**config.mk**
```make
export PLATFORM = sky130hd
export DESIGN_NAME = mft_touch
export DESIGN_NICKNAME = d
export VERILOG_FILES = /design/src/design/mft_pkg.sv /design/src/design/mft_mem_if.sv /design/src/design/mft_touch.sv /design/src/design/mft_hist.sv
export SDC_FILE = /design/constraint.sdc
export NUM_CORES = 2
export LEC_CHECK = 0
export BUFFER_PORTS_ARGS = -buffer_cell sky130_fd_sc_hd__buf_2
export CORE_MARGIN = 1
export CORE_UTILIZATION = 65
export DETAILED_ROUTE_END_ITERATION = 10
export PLACE_DENSITY = 0.82
export SLEW_MARGIN = 40
export SYNTH_ARGS = -nofsm -noshare
export SYNTH_HDL_FRONTEND = slang
export SYNTH_SLANG_ARGS = --single-unit
```
**constraint.sdc**
```tcl
create_clock -name ref_clk -period 12.5 [get_ports ref_clk]
set_input_delay 1.25 -clock ref_clk [delete_from_list [all_inputs] [get_ports ref_clk]]
set_output_delay 1.25 -clock ref_clk [all_outputs]
set_load 0.05 [all_outputs]
```
**src/design/mft_pkg.sv**
```systemverilog
// Package: register map, field layout, reset values and timing of the touch judgment block
`default_nettype none
package mft_pkg;
	localparam int unsigned CLK_KHZ       = 50000;  // ref_clk rate
	localparam int unsigned STATE_CLK_KHZ = 500;    // nominal state clock
	localparam int unsigned MEAS_UNIT_NS  = 16000;  // measurement time per sense-count step
	localparam int unsigned UNIT_TICKS    = MEAS_UNIT_NS * STATE_CLK_KHZ / 1000000;
	localparam int unsigned NFREQ         = 3;      // frequencies combined per channel
	localparam int unsigned NCH           = 4;      // channels (sense pins)
	localparam int unsigned FRAC          = 12;     // fraction bits of scale factors
	localparam int unsigned NDIAG         = 9;      // diagnosis types
	// Register byte offsets
	localparam logic [5:0]  A_CTRL        = 6'h00;
	localparam logic [5:0]  A_CFG         = 6'h04;
	localparam logic [5:0]  A_MULT        = 6'h08;
	localparam logic [5:0]  A_SCL0        = 6'h0C;  // three scale words follow
	localparam logic [5:0]  A_THR         = 6'h18;
	localparam logic [5:0]  A_STAT        = 6'h1C;
	localparam logic [5:0]  A_MASK        = 6'h20;
	localparam logic [5:0]  A_ERR         = 6'h24;
	localparam logic [5:0]  A_RES         = 6'h28;
	localparam logic [5:0]  A_COMB        = 6'h2C;
	localparam logic [5:0]  A_DIAG        = 6'h30;
	localparam logic [5:0]  A_PDIV        = 6'h34;
	// Configuration field positions
	localparam int unsigned F_SNUM        = 0;      // sense_count_field, 4 bits
	localparam int unsigned F_MAJ         = 4;      // 1 judgment, 0 value majority
	localparam int unsigned F_TYPE        = 5;      // sensor type, 2 bits
	localparam int unsigned F_SHLD        = 7;      // shield enable
	localparam int unsigned F_SRC         = 8;      // count_source_select: 1 halves
	localparam int unsigned F_SOFF        = 9;      // spread_off_bit
	localparam int unsigned F_SMOD        = 10;     // spread_mode_field
	localparam int unsigned F_SCNT        = 12;     // spread_count_field, 4 bits
	localparam int unsigned F_AVG         = 16;     // log2 of averaging window, 2 bits
	localparam int unsigned F_STDIV       = 24;     // state clock divider minus one, 8 bits
	// Control, status and error bits
	localparam int unsigned C_START       = 0;
	localparam int unsigned C_DIAG        = 1;
	localparam int unsigned C_CHAN        = 2;      // 2 bits
	localparam int unsigned C_DTYPE       = 4;      // 4 bits
	localparam int unsigned S_DONE_B      = 0;
	localparam int unsigned S_ERR_B       = 1;
	localparam int unsigned S_DIAG_B      = 2;
	localparam int unsigned E_OVF_B       = 2;      // bits 0 and 1: current abnormal
	// Sensor types
	localparam logic [1:0]  T_SELF        = 2'h0;
	localparam logic [1:0]  T_MUT         = 2'h1;
	// Reset values
	localparam logic [31:0] CFG_RST       = 32'h3100_310F;
	localparam logic [23:0] MULT_RST      = 24'h06_05_04;
	localparam logic [15:0] SCL_RST       = 16'h1000;
	localparam logic [15:0] THR_RST       = 16'h1E00;
	localparam logic [31:0] PDIV_RST      = 32'h1010_1010;
	typedef enum logic [1:0] {S_IDLE, S_MEAS, S_COMB, S_AVG} mft_state_e;
	typedef enum logic [1:0] {P12, P13, P23} mft_pair_e;
endpackage : mft_pkg
`default_nettype wire

```
**src/design/mft_mem_if.sv**
```systemverilog
// Interface: history memory port between sequencer and storage
`default_nettype none
interface mft_mem_if #(parameter int unsigned W = 18, parameter int unsigned AW = 5);
	logic          we;     // Write this cycle
	logic [AW-1:0] waddr;  // Write address
	logic [W-1:0]  wdata;  // Write data
	logic [AW-1:0] raddr;  // Read address
	logic [W-1:0]  rdata;  // Registered read data
	modport host (output we, waddr, wdata, raddr, input rdata);
	modport mem  (input we, waddr, wdata, raddr, output rdata);
endinterface : mft_mem_if
`default_nettype wire

```
**src/design/mft_touch.sv**
```systemverilog
// Module: multi-frequency touch measurement, combining, averaging and status
//
// Functional notes
// Value majority: scale, add closest pair
// Weight differences: first 1, second 2, third 1.5
// Differences 1-2, 1-3, 2-3 pick pair
// Judgment majority: two of three decisions
// Majority bit 1 judgment, 0 value
// Judgment majority only for button types
// Measure three frequencies then combine
// Pulse = clock/source/state/pulse-div times multiplier
// Sense count sets 64/128/256us windows
// Drive pulse phase-shifted and frequency-spread
// Spread reset: off 0, mode 0, count 3
// Base clock per-pin divider after source select
// Shield follows drive pulse, self mode only
// Abnormal measurement sets its status flag
// Flags taken at completion, cleared on read
// Averaged result readable, combined value also
// Running mean over configured window per channel
// Diagnosis runs apart from touch measurement
// Host waits 1ms after diagnosis
//
// Decided for this implementation: the address-and-strobe port and the register addresses.
`default_nettype none
module mft_touch
	import mft_pkg::*;
#(
	parameter int unsigned CW   = 16,  // sensor counter width
	parameter int unsigned WMAX = 8    // longest averaging window
)(
	input  wire logic        ref_clk,
	input  wire logic        rstn,
	input  wire logic        ce,
	input  wire logic [5:0]  addr,
	input  wire logic [31:0] wdata,
	input  wire logic        wr,
	input  wire logic        rd,
	output logic      [31:0] rdata,
	input  wire logic        osc_in,
	input  wire logic        abn0_in,
	input  wire logic        abn1_in,
	output logic             drive_pulse,
	output logic             shield_out,
	output logic             nonmeas_out,
	output logic             diag_sel,
	output logic      [3:0]  diag_kind,
	output logic             touch,
	output logic             irq
);
	localparam int unsigned VW  = CW + 1;   // corrected value width
	localparam int unsigned SW  = VW + 1;   // pair sum width
	localparam int unsigned UW  = SW + 3;   // running sum width
	localparam int unsigned PW  = $clog2(WMAX);
	localparam int unsigned AW  = 2 + PW;

	// Register file
	logic [31:0]   cfg;                    // Configuration word
	logic [23:0]   mult;                   // frequency_multiplier_n, one byte each
	logic [15:0]   scl [NFREQ];            // Per-frequency correction factor
	logic [15:0]   thr;                    // Touch threshold
	logic [31:0]   pdiv;                   // drive_pulse_divider, one byte per pin
	logic [2:0]    mask;                   // Interrupt mask
	logic [2:0]    stat;                   // Sticky events
	logic [2:0]    err;                    // Abnormal flags, clear on read
	logic [1:0]    chan;                   // Channel being measured
	logic [3:0]    dtype;                  // Diagnosis type
	// Sequencer and datapath state
	mft_state_e    state;
	logic [1:0]    fi;                     // Frequency index
	logic          diag_run;               // Current run is a diagnosis
	logic [2:0]    s1, s2;                 // Pin synchronisers
	logic          osc_d;                  // Edge detector stage
	logic [9:0]    pre_cnt;                // State clock prescaler
	logic [7:0]    win_cnt;                // State clock ticks in window
	logic [CW-1:0] cnt;                    // Sensor counter
	logic [17:0]   acc;                    // Pulse phase accumulator
	logic [7:0]    lfsr;                   // Spread source
	logic [2:0]    pend;                   // Flags gathered during the run
	logic [VW-1:0] val [NFREQ];            // Corrected values
	logic [SW-1:0] comb;                   // Combined value
	logic [SW-1:0] avg;                    // Averaged value
	logic [CW-1:0] diag_res;               // Raw diagnosis count
	logic          touch_nx;               // Decision waiting for the average
	logic [UW-1:0] rsum [NCH];             // Running sums
	logic [PW-1:0] ptr  [NCH];             // Oldest slot
	logic [PW:0]   fill [NCH];             // Valid entries
	mft_mem_if #(.W(SW), .AW(AW)) hm ();

	// Address match, shared by write and read decode
	function automatic logic sel(input logic [5:0] a, input logic [5:0] b);
		return a == b;
	endfunction : sel

	// Distance between two values, used for all three pairs
	function automatic logic [VW-1:0] absd(input logic [VW-1:0] a, input logic [VW-1:0] b);
		return (a > b) ? a - b : b - a;
	endfunction : absd

	// Configuration fields
	wire [3:0] snum      = cfg[F_SNUM +: 4];
	wire [1:0] stype     = cfg[F_TYPE +: 2];
	wire       shld_en   = cfg[F_SHLD];
	wire       src_sel   = cfg[F_SRC];
	wire       spread_off = cfg[F_SOFF];
	wire       smod      = cfg[F_SMOD];
	wire [3:0] scnt      = cfg[F_SCNT +: 4];
	wire [1:0] lg        = cfg[F_AVG +: 2];
	wire [7:0] stdiv     = cfg[F_STDIV +: 8];
	// majority select
	// judgment only on buttons
	wire       jm        = cfg[F_MAJ] & (stype == T_SELF | stype == T_MUT);

	// Bus decode
	wire       idle      = state == S_IDLE;
	wire       meas      = state == S_MEAS;
	wire       wr_ctrl   = ce & wr & sel(addr, A_CTRL);
	wire       wr_stat   = ce & wr & sel(addr, A_STAT);
	wire       rd_err    = ce & rd & sel(addr, A_ERR);
	wire       start_req = wr_ctrl & idle & wdata[C_START];
	// A diagnosis type out of range is ignored
	wire       diag_req  = wr_ctrl & idle & wdata[C_DIAG] & ~wdata[C_START]
	                       & (wdata[C_DTYPE +: 4] < 4'(NDIAG));
	wire       go        = start_req | diag_req;

	// base clock: source select then per-pin divider
	// pulse rate scales with the multiplier
	wire [9:0]  st_per   = ({2'h0, stdiv} + 10'h001) << src_sel;
	wire [7:0]  pd_cur   = pdiv[chan*8 +: 8];
	wire [7:0]  m_cur    = mult[fi*8 +: 8];
	wire [17:0] base_lim = {8'h00, st_per} * {10'h000, pd_cur};
	// spread and phase shift from the shift register
	wire [17:0] jit      = spread_off ? 18'h00000 : {14'h0000, lfsr[3:0] & scnt};
	wire [17:0] lim_j    = smod ? base_lim - jit : base_lim + jit;
	wire [17:0] phase0   = spread_off ? 18'h00000 : {14'h0000, lfsr[7:4]};
	wire [17:0] acc_sum  = acc + {9'h000, m_cur, 1'b0};
	wire        wrap     = meas & (acc_sum >= lim_j);
	wire        next_pulse = meas & (drive_pulse ^ wrap);
	// window = (count+1) x 8 ticks of state clock
	wire [7:0]  win_len  = 8'(({4'h0, snum} + 8'h01) * UNIT_TICKS);
	wire        st_tick  = meas & (pre_cnt == st_per - 10'h001);
	wire        win_end  = st_tick & (win_cnt == win_len - 8'h01);
	wire        meas_done = win_end & (diag_run | fi == 2'h2);
	wire        osc_rise = s2[0] & ~osc_d;
	wire        cnt_full = cnt == {CW{1'b1}};
	// Count with this cycle's rise, so a window ending on a rise loses nothing; saturates rather than wrapping
	wire [CW-1:0] cnt_nx = (osc_rise && !cnt_full) ? cnt + CW'(1) : cnt;
	wire [31:0] prod     = {16'h0000, cnt_nx} * {16'h0000, scl[fi]};

	// pair differences and choice
	wire [VW-1:0] a1 = absd(val[0], val[1]);
	wire [VW-1:0] a2 = absd(val[0], val[2]);
	wire [VW-1:0] a3 = absd(val[1], val[2]);
	// weights 1, 2 and 1.5, all doubled
	wire [VW+1:0] w1 = {1'b0, a1, 1'b0};
	wire [VW+1:0] w2 = {a2, 2'b00};
	wire [VW+1:0] w3 = {2'b00, a3} + {1'b0, a3, 1'b0};
	wire mft_pair_e pair = (w1 <= w2 && w1 <= w3) ? P12 : (w2 <= w3) ? P13 : P23;
	// sum of the closest pair
	wire [SW-1:0] psum = (pair == P12) ? {1'b0, val[0]} + {1'b0, val[1]} :
	                     (pair == P13) ? {1'b0, val[0]} + {1'b0, val[2]} :
	                                     {1'b0, val[1]} + {1'b0, val[2]};
	wire          t_vmm = psum >= {1'b0, thr, 1'b0};
	// one decision per value, two of three win
	wire [2:0]    tj  = {val[2] >= {1'b0, thr}, val[1] >= {1'b0, thr}, val[0] >= {1'b0, thr}};
	wire          maj = (tj[0] & tj[1]) | (tj[0] & tj[2]) | (tj[1] & tj[2]);

	// running mean over the window
	wire [PW:0]   len    = (PW+1)'(1) << lg;
	wire [SW-1:0] oldest = (fill[chan] >= len) ? hm.rdata : {SW{1'b0}};
	wire [UW-1:0] new_sum = rsum[chan] + {3'h0, comb} - {3'h0, oldest};
	wire [UW-1:0] avg_full = new_sum >> lg;
	wire [PW-1:0] ptr_nx  = (ptr[chan] + PW'(1)) & PW'(len - (PW+1)'(1));
	assign hm.we    = ce & (state == S_AVG);
	assign hm.waddr = {chan, ptr[chan]};
	assign hm.wdata = comb;
	assign hm.raddr = {chan, ptr[chan]};

	// Events and flags
	wire [2:0] err_set  = meas_done ? pend : 3'h0;
	wire [2:0] stat_set = {meas_done & diag_run, |err_set, state == S_AVG};
	wire [2:0] stat_clr = wr_stat ? wdata[2:0] : 3'h0;

	// Read selection
	wire [31:0] next_rdata =
		sel(addr, A_CTRL) ? {24'h0, dtype, chan, 1'b0, ~idle} :
		sel(addr, A_CFG)  ? cfg :
		sel(addr, A_MULT) ? {8'h00, mult} :
		sel(addr, A_SCL0) ? {16'h0, scl[0]} :
		sel(addr, A_SCL0 + 6'h04) ? {16'h0, scl[1]} :
		sel(addr, A_SCL0 + 6'h08) ? {16'h0, scl[2]} :
		sel(addr, A_THR)  ? {16'h0, thr} :
		sel(addr, A_STAT) ? {29'h0, stat} :
		sel(addr, A_MASK) ? {29'h0, mask} :
		sel(addr, A_ERR)  ? {29'h0, err} :
		// averaged value with its decision
		sel(addr, A_RES)  ? {touch, 31'(avg)} :
		sel(addr, A_COMB) ? 32'(comb) :
		sel(addr, A_DIAG) ? 32'(diag_res) :
		sel(addr, A_PDIV) ? pdiv : 32'h0000_0000;

	// Storage of the history
	mft_hist #(.W(SW), .AW(AW)) u_hist (
		.ref_clk (ref_clk),
		.ce      (ce),
		.m       (hm.mem)
	);

	// Writable configuration
	always_ff @(posedge ref_clk) begin
		if (!rstn) begin
			// spread fixed at reset
			cfg  <= CFG_RST;
			mult <= MULT_RST;
			thr  <= THR_RST;
			pdiv <= PDIV_RST;
			mask <= 3'h0;
		end else if (ce && wr) begin
			case (addr)
				A_CFG:   cfg  <= wdata;
				A_MULT:  mult <= wdata[23:0];
				A_THR:   thr  <= wdata[15:0];
				A_PDIV:  pdiv <= wdata;
				A_MASK:  mask <= wdata[2:0];
				default: ;
			endcase
		end
	end

	// One correction factor per frequency
	for (genvar g = 0; g < NFREQ; g++) begin : g_scl
		always_ff @(posedge ref_clk) begin
			if (!rstn) begin
				scl[g] <= SCL_RST;
			end else if (ce && wr && sel(addr, A_SCL0 + 6'(4 * g))) begin
				scl[g] <= wdata[15:0];
			end
		end
	end

	// Sequencer: three frequencies, combine, average
	always_ff @(posedge ref_clk) begin
		if (!rstn) begin
			state    <= S_IDLE;
			fi       <= 2'h0;
			diag_run <= 1'b0;
			chan     <= 2'h0;
			dtype    <= 4'h0;
		end else if (ce) begin
			case (state)
				S_IDLE: if (go) begin
					state    <= S_MEAS;
					fi       <= 2'h0;
					diag_run <= diag_req;
					chan     <= wdata[C_CHAN +: 2];
					dtype    <= wdata[C_DTYPE +: 4];
				end
				// step through three frequencies
				// diagnosis stops after one window
				S_MEAS: if (win_end) begin
					if (diag_run) state <= S_IDLE;
					else if (fi == 2'h2) state <= S_COMB;
					else fi <= fi + 2'h1;
				end
				S_COMB:  state <= S_AVG;
				default: state <= S_IDLE;
			endcase
		end
	end

	// Pin synchronisers; only the second stage is looked at
	always_ff @(posedge ref_clk) begin
		if (!rstn) begin
			s1    <= 3'h0;
			s2    <= 3'h0;
			osc_d <= 1'b0;
		end else if (ce) begin
			s1    <= {abn1_in, abn0_in, osc_in};
			s2    <= s1;
			osc_d <= s2[0];
		end
	end

	// Window timing, counting and pulse generation
	always_ff @(posedge ref_clk) begin
		if (!rstn) begin
			pre_cnt <= 10'h000;
			win_cnt <= 8'h00;
			cnt     <= {CW{1'b0}};
			acc     <= 18'h00000;
		end else if (ce) begin
			if (go || win_end) begin
				pre_cnt <= 10'h000;
				win_cnt <= 8'h00;
				cnt     <= {CW{1'b0}};
				acc     <= phase0;
			end else if (meas) begin
				pre_cnt <= st_tick ? 10'h000 : pre_cnt + 10'h001;
				win_cnt <= win_cnt + {7'h00, st_tick};
				// Counter saturates rather than wrapping
				cnt <= cnt_nx;
				acc <= wrap ? acc_sum - lim_j : acc_sum;
			end
		end
	end

	// Pulse, shield and spread register; shield uses the same next value so it stays in phase
	always_ff @(posedge ref_clk) begin
		if (!rstn) begin
			drive_pulse <= 1'b0;
			shield_out  <= 1'b0;
			nonmeas_out <= 1'b0;
			lfsr        <= 8'hA5;
		end else if (ce) begin
			drive_pulse <= next_pulse;
			// shield only for self-capacitance
			shield_out  <= next_pulse & shld_en & (stype == T_SELF) & ~diag_run;
			nonmeas_out <= next_pulse & shld_en & (stype == T_SELF) & ~diag_run;
			if (wrap) lfsr <= {lfsr[6:0], lfsr[7] ^ lfsr[5] ^ lfsr[4] ^ lfsr[3]};
		end
	end

	// Corrected values and abnormal conditions of the run
	always_ff @(posedge ref_clk) begin
		if (!rstn) begin
			pend     <= 3'h0;
			diag_res <= {CW{1'b0}};
			for (int i = 0; i < NFREQ; i++) val[i] <= {VW{1'b0}};
		end else if (ce) begin
			// overflow and current flags gathered
			if (go) pend <= 3'h0;
			else if (meas) pend <= pend | {osc_rise & cnt_full, s2[2], s2[1]};
			if (win_end && diag_run) diag_res <= cnt_nx;
			// scale each result to the first frequency
			if (win_end && !diag_run) val[fi] <= prod[FRAC +: VW];
		end
	end

	// Combining and averaging
	always_ff @(posedge ref_clk) begin
		if (!rstn) begin
			comb     <= {SW{1'b0}};
			avg      <= {SW{1'b0}};
			touch_nx <= 1'b0;
			touch    <= 1'b0;
			for (int i = 0; i < NCH; i++) begin
				rsum[i] <= {UW{1'b0}};
				ptr[i]  <= {PW{1'b0}};
				fill[i] <= {(PW+1){1'b0}};
			end
		end else if (ce) begin
			if (state == S_COMB) begin
				comb     <= psum;
				touch_nx <= jm ? maj : t_vmm;
			end
			if (state == S_AVG) begin
				rsum[chan] <= new_sum;
				ptr[chan]  <= ptr_nx;
				if (fill[chan] < len) fill[chan] <= fill[chan] + (PW+1)'(1);
				avg   <= avg_full[SW-1:0];
				touch <= touch_nx;
			end
		end
	end

	// Status, error flags, interrupt and read data
	always_ff @(posedge ref_clk) begin
		if (!rstn) begin
			stat      <= 3'h0;
			err       <= 3'h0;
			irq       <= 1'b0;
			rdata     <= 32'h0000_0000;
			diag_sel  <= 1'b0;
			diag_kind <= 4'h0;
		end else if (ce) begin
			stat  <= (stat & ~stat_clr) | stat_set;
			// taken at completion, read clears, set wins
			err   <= (err & ~{3{rd_err}}) | err_set;
			irq   <= |(stat & mask);
			rdata <= rd ? next_rdata : 32'h0000_0000;
			diag_sel  <= meas & diag_run;
			diag_kind <= (meas & diag_run) ? dtype : 4'h0;
		end
	end
endmodule : mft_touch
`default_nettype wire

```
**src/design/mft_hist.sv**
```systemverilog
// Module: averaging history memory with registered read data
`default_nettype none
module mft_hist
	import mft_pkg::*;
#(
	parameter int unsigned W  = 18,
	parameter int unsigned AW = 5
)(
	input  wire logic ref_clk,
	input  wire logic ce,
	mft_mem_if.mem    m
);
	// Storage array, no reset: validity is tracked by the fill counts
	logic [W-1:0] mem [2**AW];

	// Write port and registered read, both frozen by ce
	always_ff @(posedge ref_clk) begin
		if (ce) begin
			if (m.we) begin
				mem[m.waddr] <= m.wdata;
			end
			m.rdata <= mem[m.raddr];
		end
	end
endmodule : mft_hist
`default_nettype wire

```
Yosys cells after proc, flatten, opt, wreduce, memory -nomap -nowiden
Memory sizes are Yosys's and may differ from the RTL's. A register that Yosys moved wholly into a read port is not among the register bits.
Cells that the tools add are included.

storage, ports and cells
  flip-flop bits (word level) = 288
  output and inout port bits = 42
  logic and storage cells = 306
  memories kept = 6
  memory bits (writable) = 787
  input bits = 46

cells by class
  bitwise logic cells = 53
  magnitude comparators = 14
  equal/unequal tests = 27
  reductions and logical operators = 38
  multipliers = 2
  shift operators = 5
  mux-type cells = 102
  add/sub/neg operators = 27

memories
  memory      depth  width  read ports  clocked after memory_dff  wr ports  RTL line         source
  u_hist.mem  32     18     1           1                         1         mft_hist.sv:14   logic [W-1:0] mem [2**AW];
  rsum        4      21     1           1                         4         mft_touch.sv:85  logic [UW-1:0] rsum [NCH];
  val         3      17     3           0                         3         mft_touch.sv:80  logic [VW-1:0] val [NFREQ];
  scl         3      16     4           1                         3         mft_touch.sv:60  logic [15:0] scl [NFREQ];
  fill        4      4      1           1                         4         mft_touch.sv:87  logic [PW:0] fill [NCH];
  ptr         4      3      1           1                         4         mft_touch.sv:86  logic [PW-1:0] ptr [NCH];

operators by type and width
  kind                number
  $mux 32             15
  $mux 18             7
  $sub 17x17->17      6
  $mux 16             6
  $mux 17             4
  $add 17x17->18      3
  $ge 17x16->1        3
  $gt 17x17->1        3
  $mux 2              22
  $le 18x19->1        2
  $eq 6x6->1 const B  6
  $shiftx 32x6->8     1
  $mux 1              31
  $mux 10             3
  $mul 16x16->29      1
  $and 1x1->1         27
  $eq 6x5->1 const B  4
  $shiftx 24x6->8     1
  $reduce_and 2->1    11
  $add 21x18->21      1
  $mux 21             1
  $reduce_or 21->1    1
  $shr 21x2->18       1
  $sub 21x18->21      1
  59 further kinds    107

Depth between registers and ports, before layout
  depth after elaboration = 16
  depth in mapped cells = 60
  depth with buffers taken out = 56

Modules after synthesis
A second synthesis with hierarchy kept.

second synthesis, totals
  cells, all modules = 6553
  area total of the unflattened synthesis = 69440.3 µm²

by module, submodules not included
  module     seq. area each (µm²)  cells each  times used  area each (µm²)
  mft_touch  12181.7               5273        1           46209.3
  mft_hist   17837.1               1280        1           23231.0

Worst setup path after synthesis
Ideal clock, no wire load.

  path type = register -> register
  start point = memory val[2][1] (netlist name)
  end point = register touch_nx
  clock period less this slack = 10532 ps
  setup slack = 1968 ps
  stages on the path, launching flop included = 58
  buffers on the path = 4
  data arrival time = 10415 ps
  required time = 12383 ps
  setup time = 117 ps
  cell sequence = edfxtp_1 inv_1 ha_1 nor2b_1 o21ai_2 nand3_2 a211o_1 buf_4 nand2_2 buf_1 or3_1 o31ai_1 xnor2_1 ha_1 a21o_1 nor4b_2 o31ai_2 nand2_1 (+22 left out) o21ai_0 a21oi_1 o21bai_1 a21o_1 a21o_1 a21o_1 a21o_1 a21o_1 and4_1 a2111oi_0 xnor2_1 mux2_2 ha_1 o21ai_0 nand2_1 nor3_1 mux2i_1 a22o_1

RTL lines
  item                  RTL line          source
  start, declared       mft_touch.sv:80
  end signal, assigned  mft_touch.sv:354  touch_nx <= jm ? maj : t_vmm;
  end, declared         mft_touch.sv:84   logic touch_nx;

==> summary.md <==
| Metric | Value |
|---|---|
| #FFs+latches synth | `1,097` |
| Cells after Synth | `6,250` |
| Synth warn | `0` |
| Number of DRC markers in iteration 0 | `7,100` |
| F_max | `0.0860 GHz` |
| Die Y | `327 microns` |
| Finish-stage setup viols | `0` |
| Placed instance area | `70,900 sq um` |
| Fin Hold WS | `0.465 ns` |
| Reg clk slew, reported paths | `0.07 ns` |
| Synth top area cells | `edfxtp_1 (35%), dfxtp_1 (8.5%), ha_1 (8.5%)` |
| PD cells | `128 nW/um^2` |
| Max-slew headroom | `38.6%` |
| CTS H-Tree Depth | `3` |
| Syn nets | `7,030` |
| Synth top area share | `35.3%` |
| Post-synth ARST share | `0%` |
| Final WS setup | `0.874 ns` |
| Final period demand of the worst path | `11.63 ns` |
| Slowest-stage cell, CP | `a2111oi_0` |
| Vias in the first global route | `50,891` |
| Setup slack after placement | `0.910 ns` |
| CP peak stage delay | `0.48 ns` |
| Syn avg cell area | `11.0 sq um` |
| Clock latency on the worst-skew pair | `0.75 ns` |
| First-pass GRT wire length | `314 mm` |
| Core ar. | `104,000 sq um` |
| Fin nets | `7,086` |
| Final slew viol count | `0` |
| Clk sinks | `1,097` |
| Worst Hold Class | `reg -> reg` |
| Syn-to-layout area delta | `8.99%` |
| CTS Buf Count | `110` |
| Initial antenna violation count | `6` |
| Peak VDD IR | `0.000161 V` |
| TNS Setup | `0 ns` |
| Setup crit start kind | `register` |
| Die X | `327 microns` |
| Switch Pwr | `2.85 mW` |
| GP Congestion | `1.02` |
| Clk network pwr share | `36.5%` |
| Share of layout cells above drive strength 1 | `11.4%` |
| Seq pwr share | `41.2%` |
| Clock skew | `0.0734 ns` |
| Routed len/inst | `27.1 microns` |
| # DRC | `0` |
| Post-route cell area | `74,700 sq um` |
| Worst Setup End Kind | `register` |
| FP Rows | `118` |
| Switching Fraction | `29.8%` |
| Synth cell types | `102` |
| Via count | `51,949` |
| Final hold viol count | `0` |
| Yosys top cell by area | `edfxtp_1` |
| Max FO, Critical Path | `15` |
| CTS max path bufs | `3` |
| Final period utilization | `93.0%` |
| IO Port Bufs | `87` |
| CP dominant cell by count | `a21o_1` |
| Int Pwr | `6.70 mW` |
| Hold path cells | `2` |
| WS Path Type | `reg -> reg` |
| Hpwl dp | `149 mm` |
| Worst R2R Path Depth | `49` |
| Starting Density | `65.9%` |
| Full die area | `107,000 sq um` |
| Status | `finished clean` |
| CP Data Arrival Time | `12.23 ns` |
| I/O pin total | `88` |
| Sequential share of the synthesized area | `43.8%` |
| Leak | `29.7 nW` |
| Vias per std cell | `6.67` |
| GR Overflow Total | `0` |
| GRT Total Usage | `39.3%` |
| Post-synth EDFFs | `805` |
| Filler cells | `7,065` |
| First-pass DRT Iterations | `9` |
| Post-Synthesis Cell Area | `68,600 sq um` |
| Routed wire length | `211 mm` |
| Largest net degree at the start of global routing | `103` |
| Root Driver | `clkbuf_16` |
| Main flop type after synthesis | `edfxtp_1` |
| Worst Tran Pin Value | `0.915 ns` |
| Max-cap violations | `0` |
| Comb power frac | `22.3%` |
| Post-DRT Antenna Nets | `0` |
| RSZ-0062 raised after global routing | `false` |
| CTS tree | `yes` |
| Critical path required time | `13.10 ns` |
-- power by group through the flow --
stage	logic [mW]	registers (mW)	clock network [mW]
CTS	2.08	3.93	3.48
detailed placement	2.06	4.01	0
global route	2.30	3.93	3.61
global placement	2.04	4.00	0
finish	2.13	3.93	3.49
floorplan	1.51	4.00	0
-- cell families (layout without fill, tap and decap cells) --
logic type | count (synthesis) | after routing | synth area share (%)
buffers and inverters | 831 | 982 | 4.65
XOR/XNOR | 231 | 231 | 2.95
flip-flops | 1097 | 1097 | 43.8
AND/OR/NAND/NOR | 1862 | 1862 | 12.6
AO/OA/AOI/OAI | 1165 | 1165 | 11.4
other | 0 | 4 | 0
multiplexers | 328 | 328 | 8.24
adder cells (fa/ha/maj) | 736 | 736 | 16.4
-- cells in the mapped netlist (69+ instances only) --
| library cell | number |
|---|---|
| a21boi_0 | 125 |
| a21o_1 | 108 |
| a21oi_1 | 263 |
| a22oi_1 | 155 |
| and2_1 | 123 |
| clkbuf_1 | 240 |
| dfxtp_1 | 292 |
| edfxtp_1 | 805 |
| fa_1 | 269 |
| ha_1 | 465 |
| inv_1 | 538 |
| mux2i_1 | 116 |
| mux4_2 | 186 |
| nand2_1 | 702 |
| nand3_1 | 97 |
| nand4_1 | 69 |
| nor2_1 | 471 |
| nor2b_1 | 152 |
| o21ai_0 | 175 |
| xnor2_1 | 149 |
| xor2_1 | 82 |
-- worst paths after layout --
kind | start | endpoint | slack [ns]
min reg2reg | cfg[20] | cfg[20] | 0.46
max reg2reg | val[2][11] | touch_nx | 0.87
min | cfg[20] | cfg[20] | 0.46
max | val[2][11] | touch_nx | 0.87
-- layout by cell type, fill, tap and decap left out, drive strengths merged, types with 108 or more instances in the layout --
cell | netlist | routed
ha | 465 | 465
edfxtp | 805 | 805
dfxtp | 292 | 292
nand2 | 704 | 704
buf | 50 | 233
xnor2 | 149 | 149
nor2b | 152 | 152
a21o | 108 | 108
clkbuf | 240 | 142
a22oi | 156 | 156
inv | 540 | 545
a21oi | 264 | 264
o21ai | 198 | 198
fa | 269 | 269
mux2i | 116 | 116
a21boi | 127 | 127
and2 | 125 | 125
mux4 | 186 | 186
nor2 | 472 | 472
-- stage by stage --
step	util, %	instances	power [mW]
final	71.8	7785	9.55
after global routing	71.8	7781	9.84
after CTS	71.7	7781	9.49
after detailed placement	68.1	7574	6.07
after global placement	68.0	7574	6.04
after floorplan	-	6250	5.51
-- worst max-delay path: cells and delay by family, from the launching register on --
| family | cells | cell delay (ns) |
|---|---|---|
| DFF | 1 | 0.46 |
| muxes | 3 | 0.51 |
| AOI/OAI and AO/OA | 25 | 5.43 |
| adders and majority gates | 6 | 2.09 |
| and+or+nand+nor | 11 | 2.43 |
| buffers and inverters | 1 | 0.12 |
| xor gates and xnor gates | 3 | 0.45 |
-- layout make-up --
type	instances	area [sq um]	share of cell area (%)
clock inverters	66	806	1.08
well taps	1380	1730	2.31
flip-flops and latches	1097	30000	40.2
diodes	4	10.0	0.0134
inverters	541	2040	2.73
multi-input cells	4322	35600	47.6
clock buffers	141	3000	4.02
repair buffers	234	1560	2.09
-- timing repair --
item / 4_1_cts / 5_1_grt
buffers inserted: 0 / 0
hold buffers: 0 / 0
endpoints found under the setup margin: 0 / 1
endpoints found under the hold margin: 0 / 0
gates resized for setup: 0 / 1
-- per-layer routing --
| layer | share of wire [%] | vias up | track usage [%] |
|---|---|---|---|
| li1 | - | 22264 | - |
| met1 | 37 | 25257 | 51.8 |
| met2 | 45 | 3634 | 61.4 |
| met3 | 11 | 786 | 7.47 |
| met4 | 6.6 | 8 | 22.2 |
| met5 | 0.025 | - | 0 |
-- registers in the layout (all words and copies together), names as in the netlist, 4 cells and up, named ones only --
signal,flops
u_hist.mem,576
rsum,84
val,51
scl,48
cfg,32
pdiv,32
rdata,32
mult,24
acc,18
avg,18
comb,18
u_hist.m.rdata,18
cnt,16
diag_res,16
fill,16
thr,16
ptr,12
pre_cnt,10
lfsr,8
win_cnt,8
diag_kind,4
dtype,4
Power figures use the tool's default switching activity.
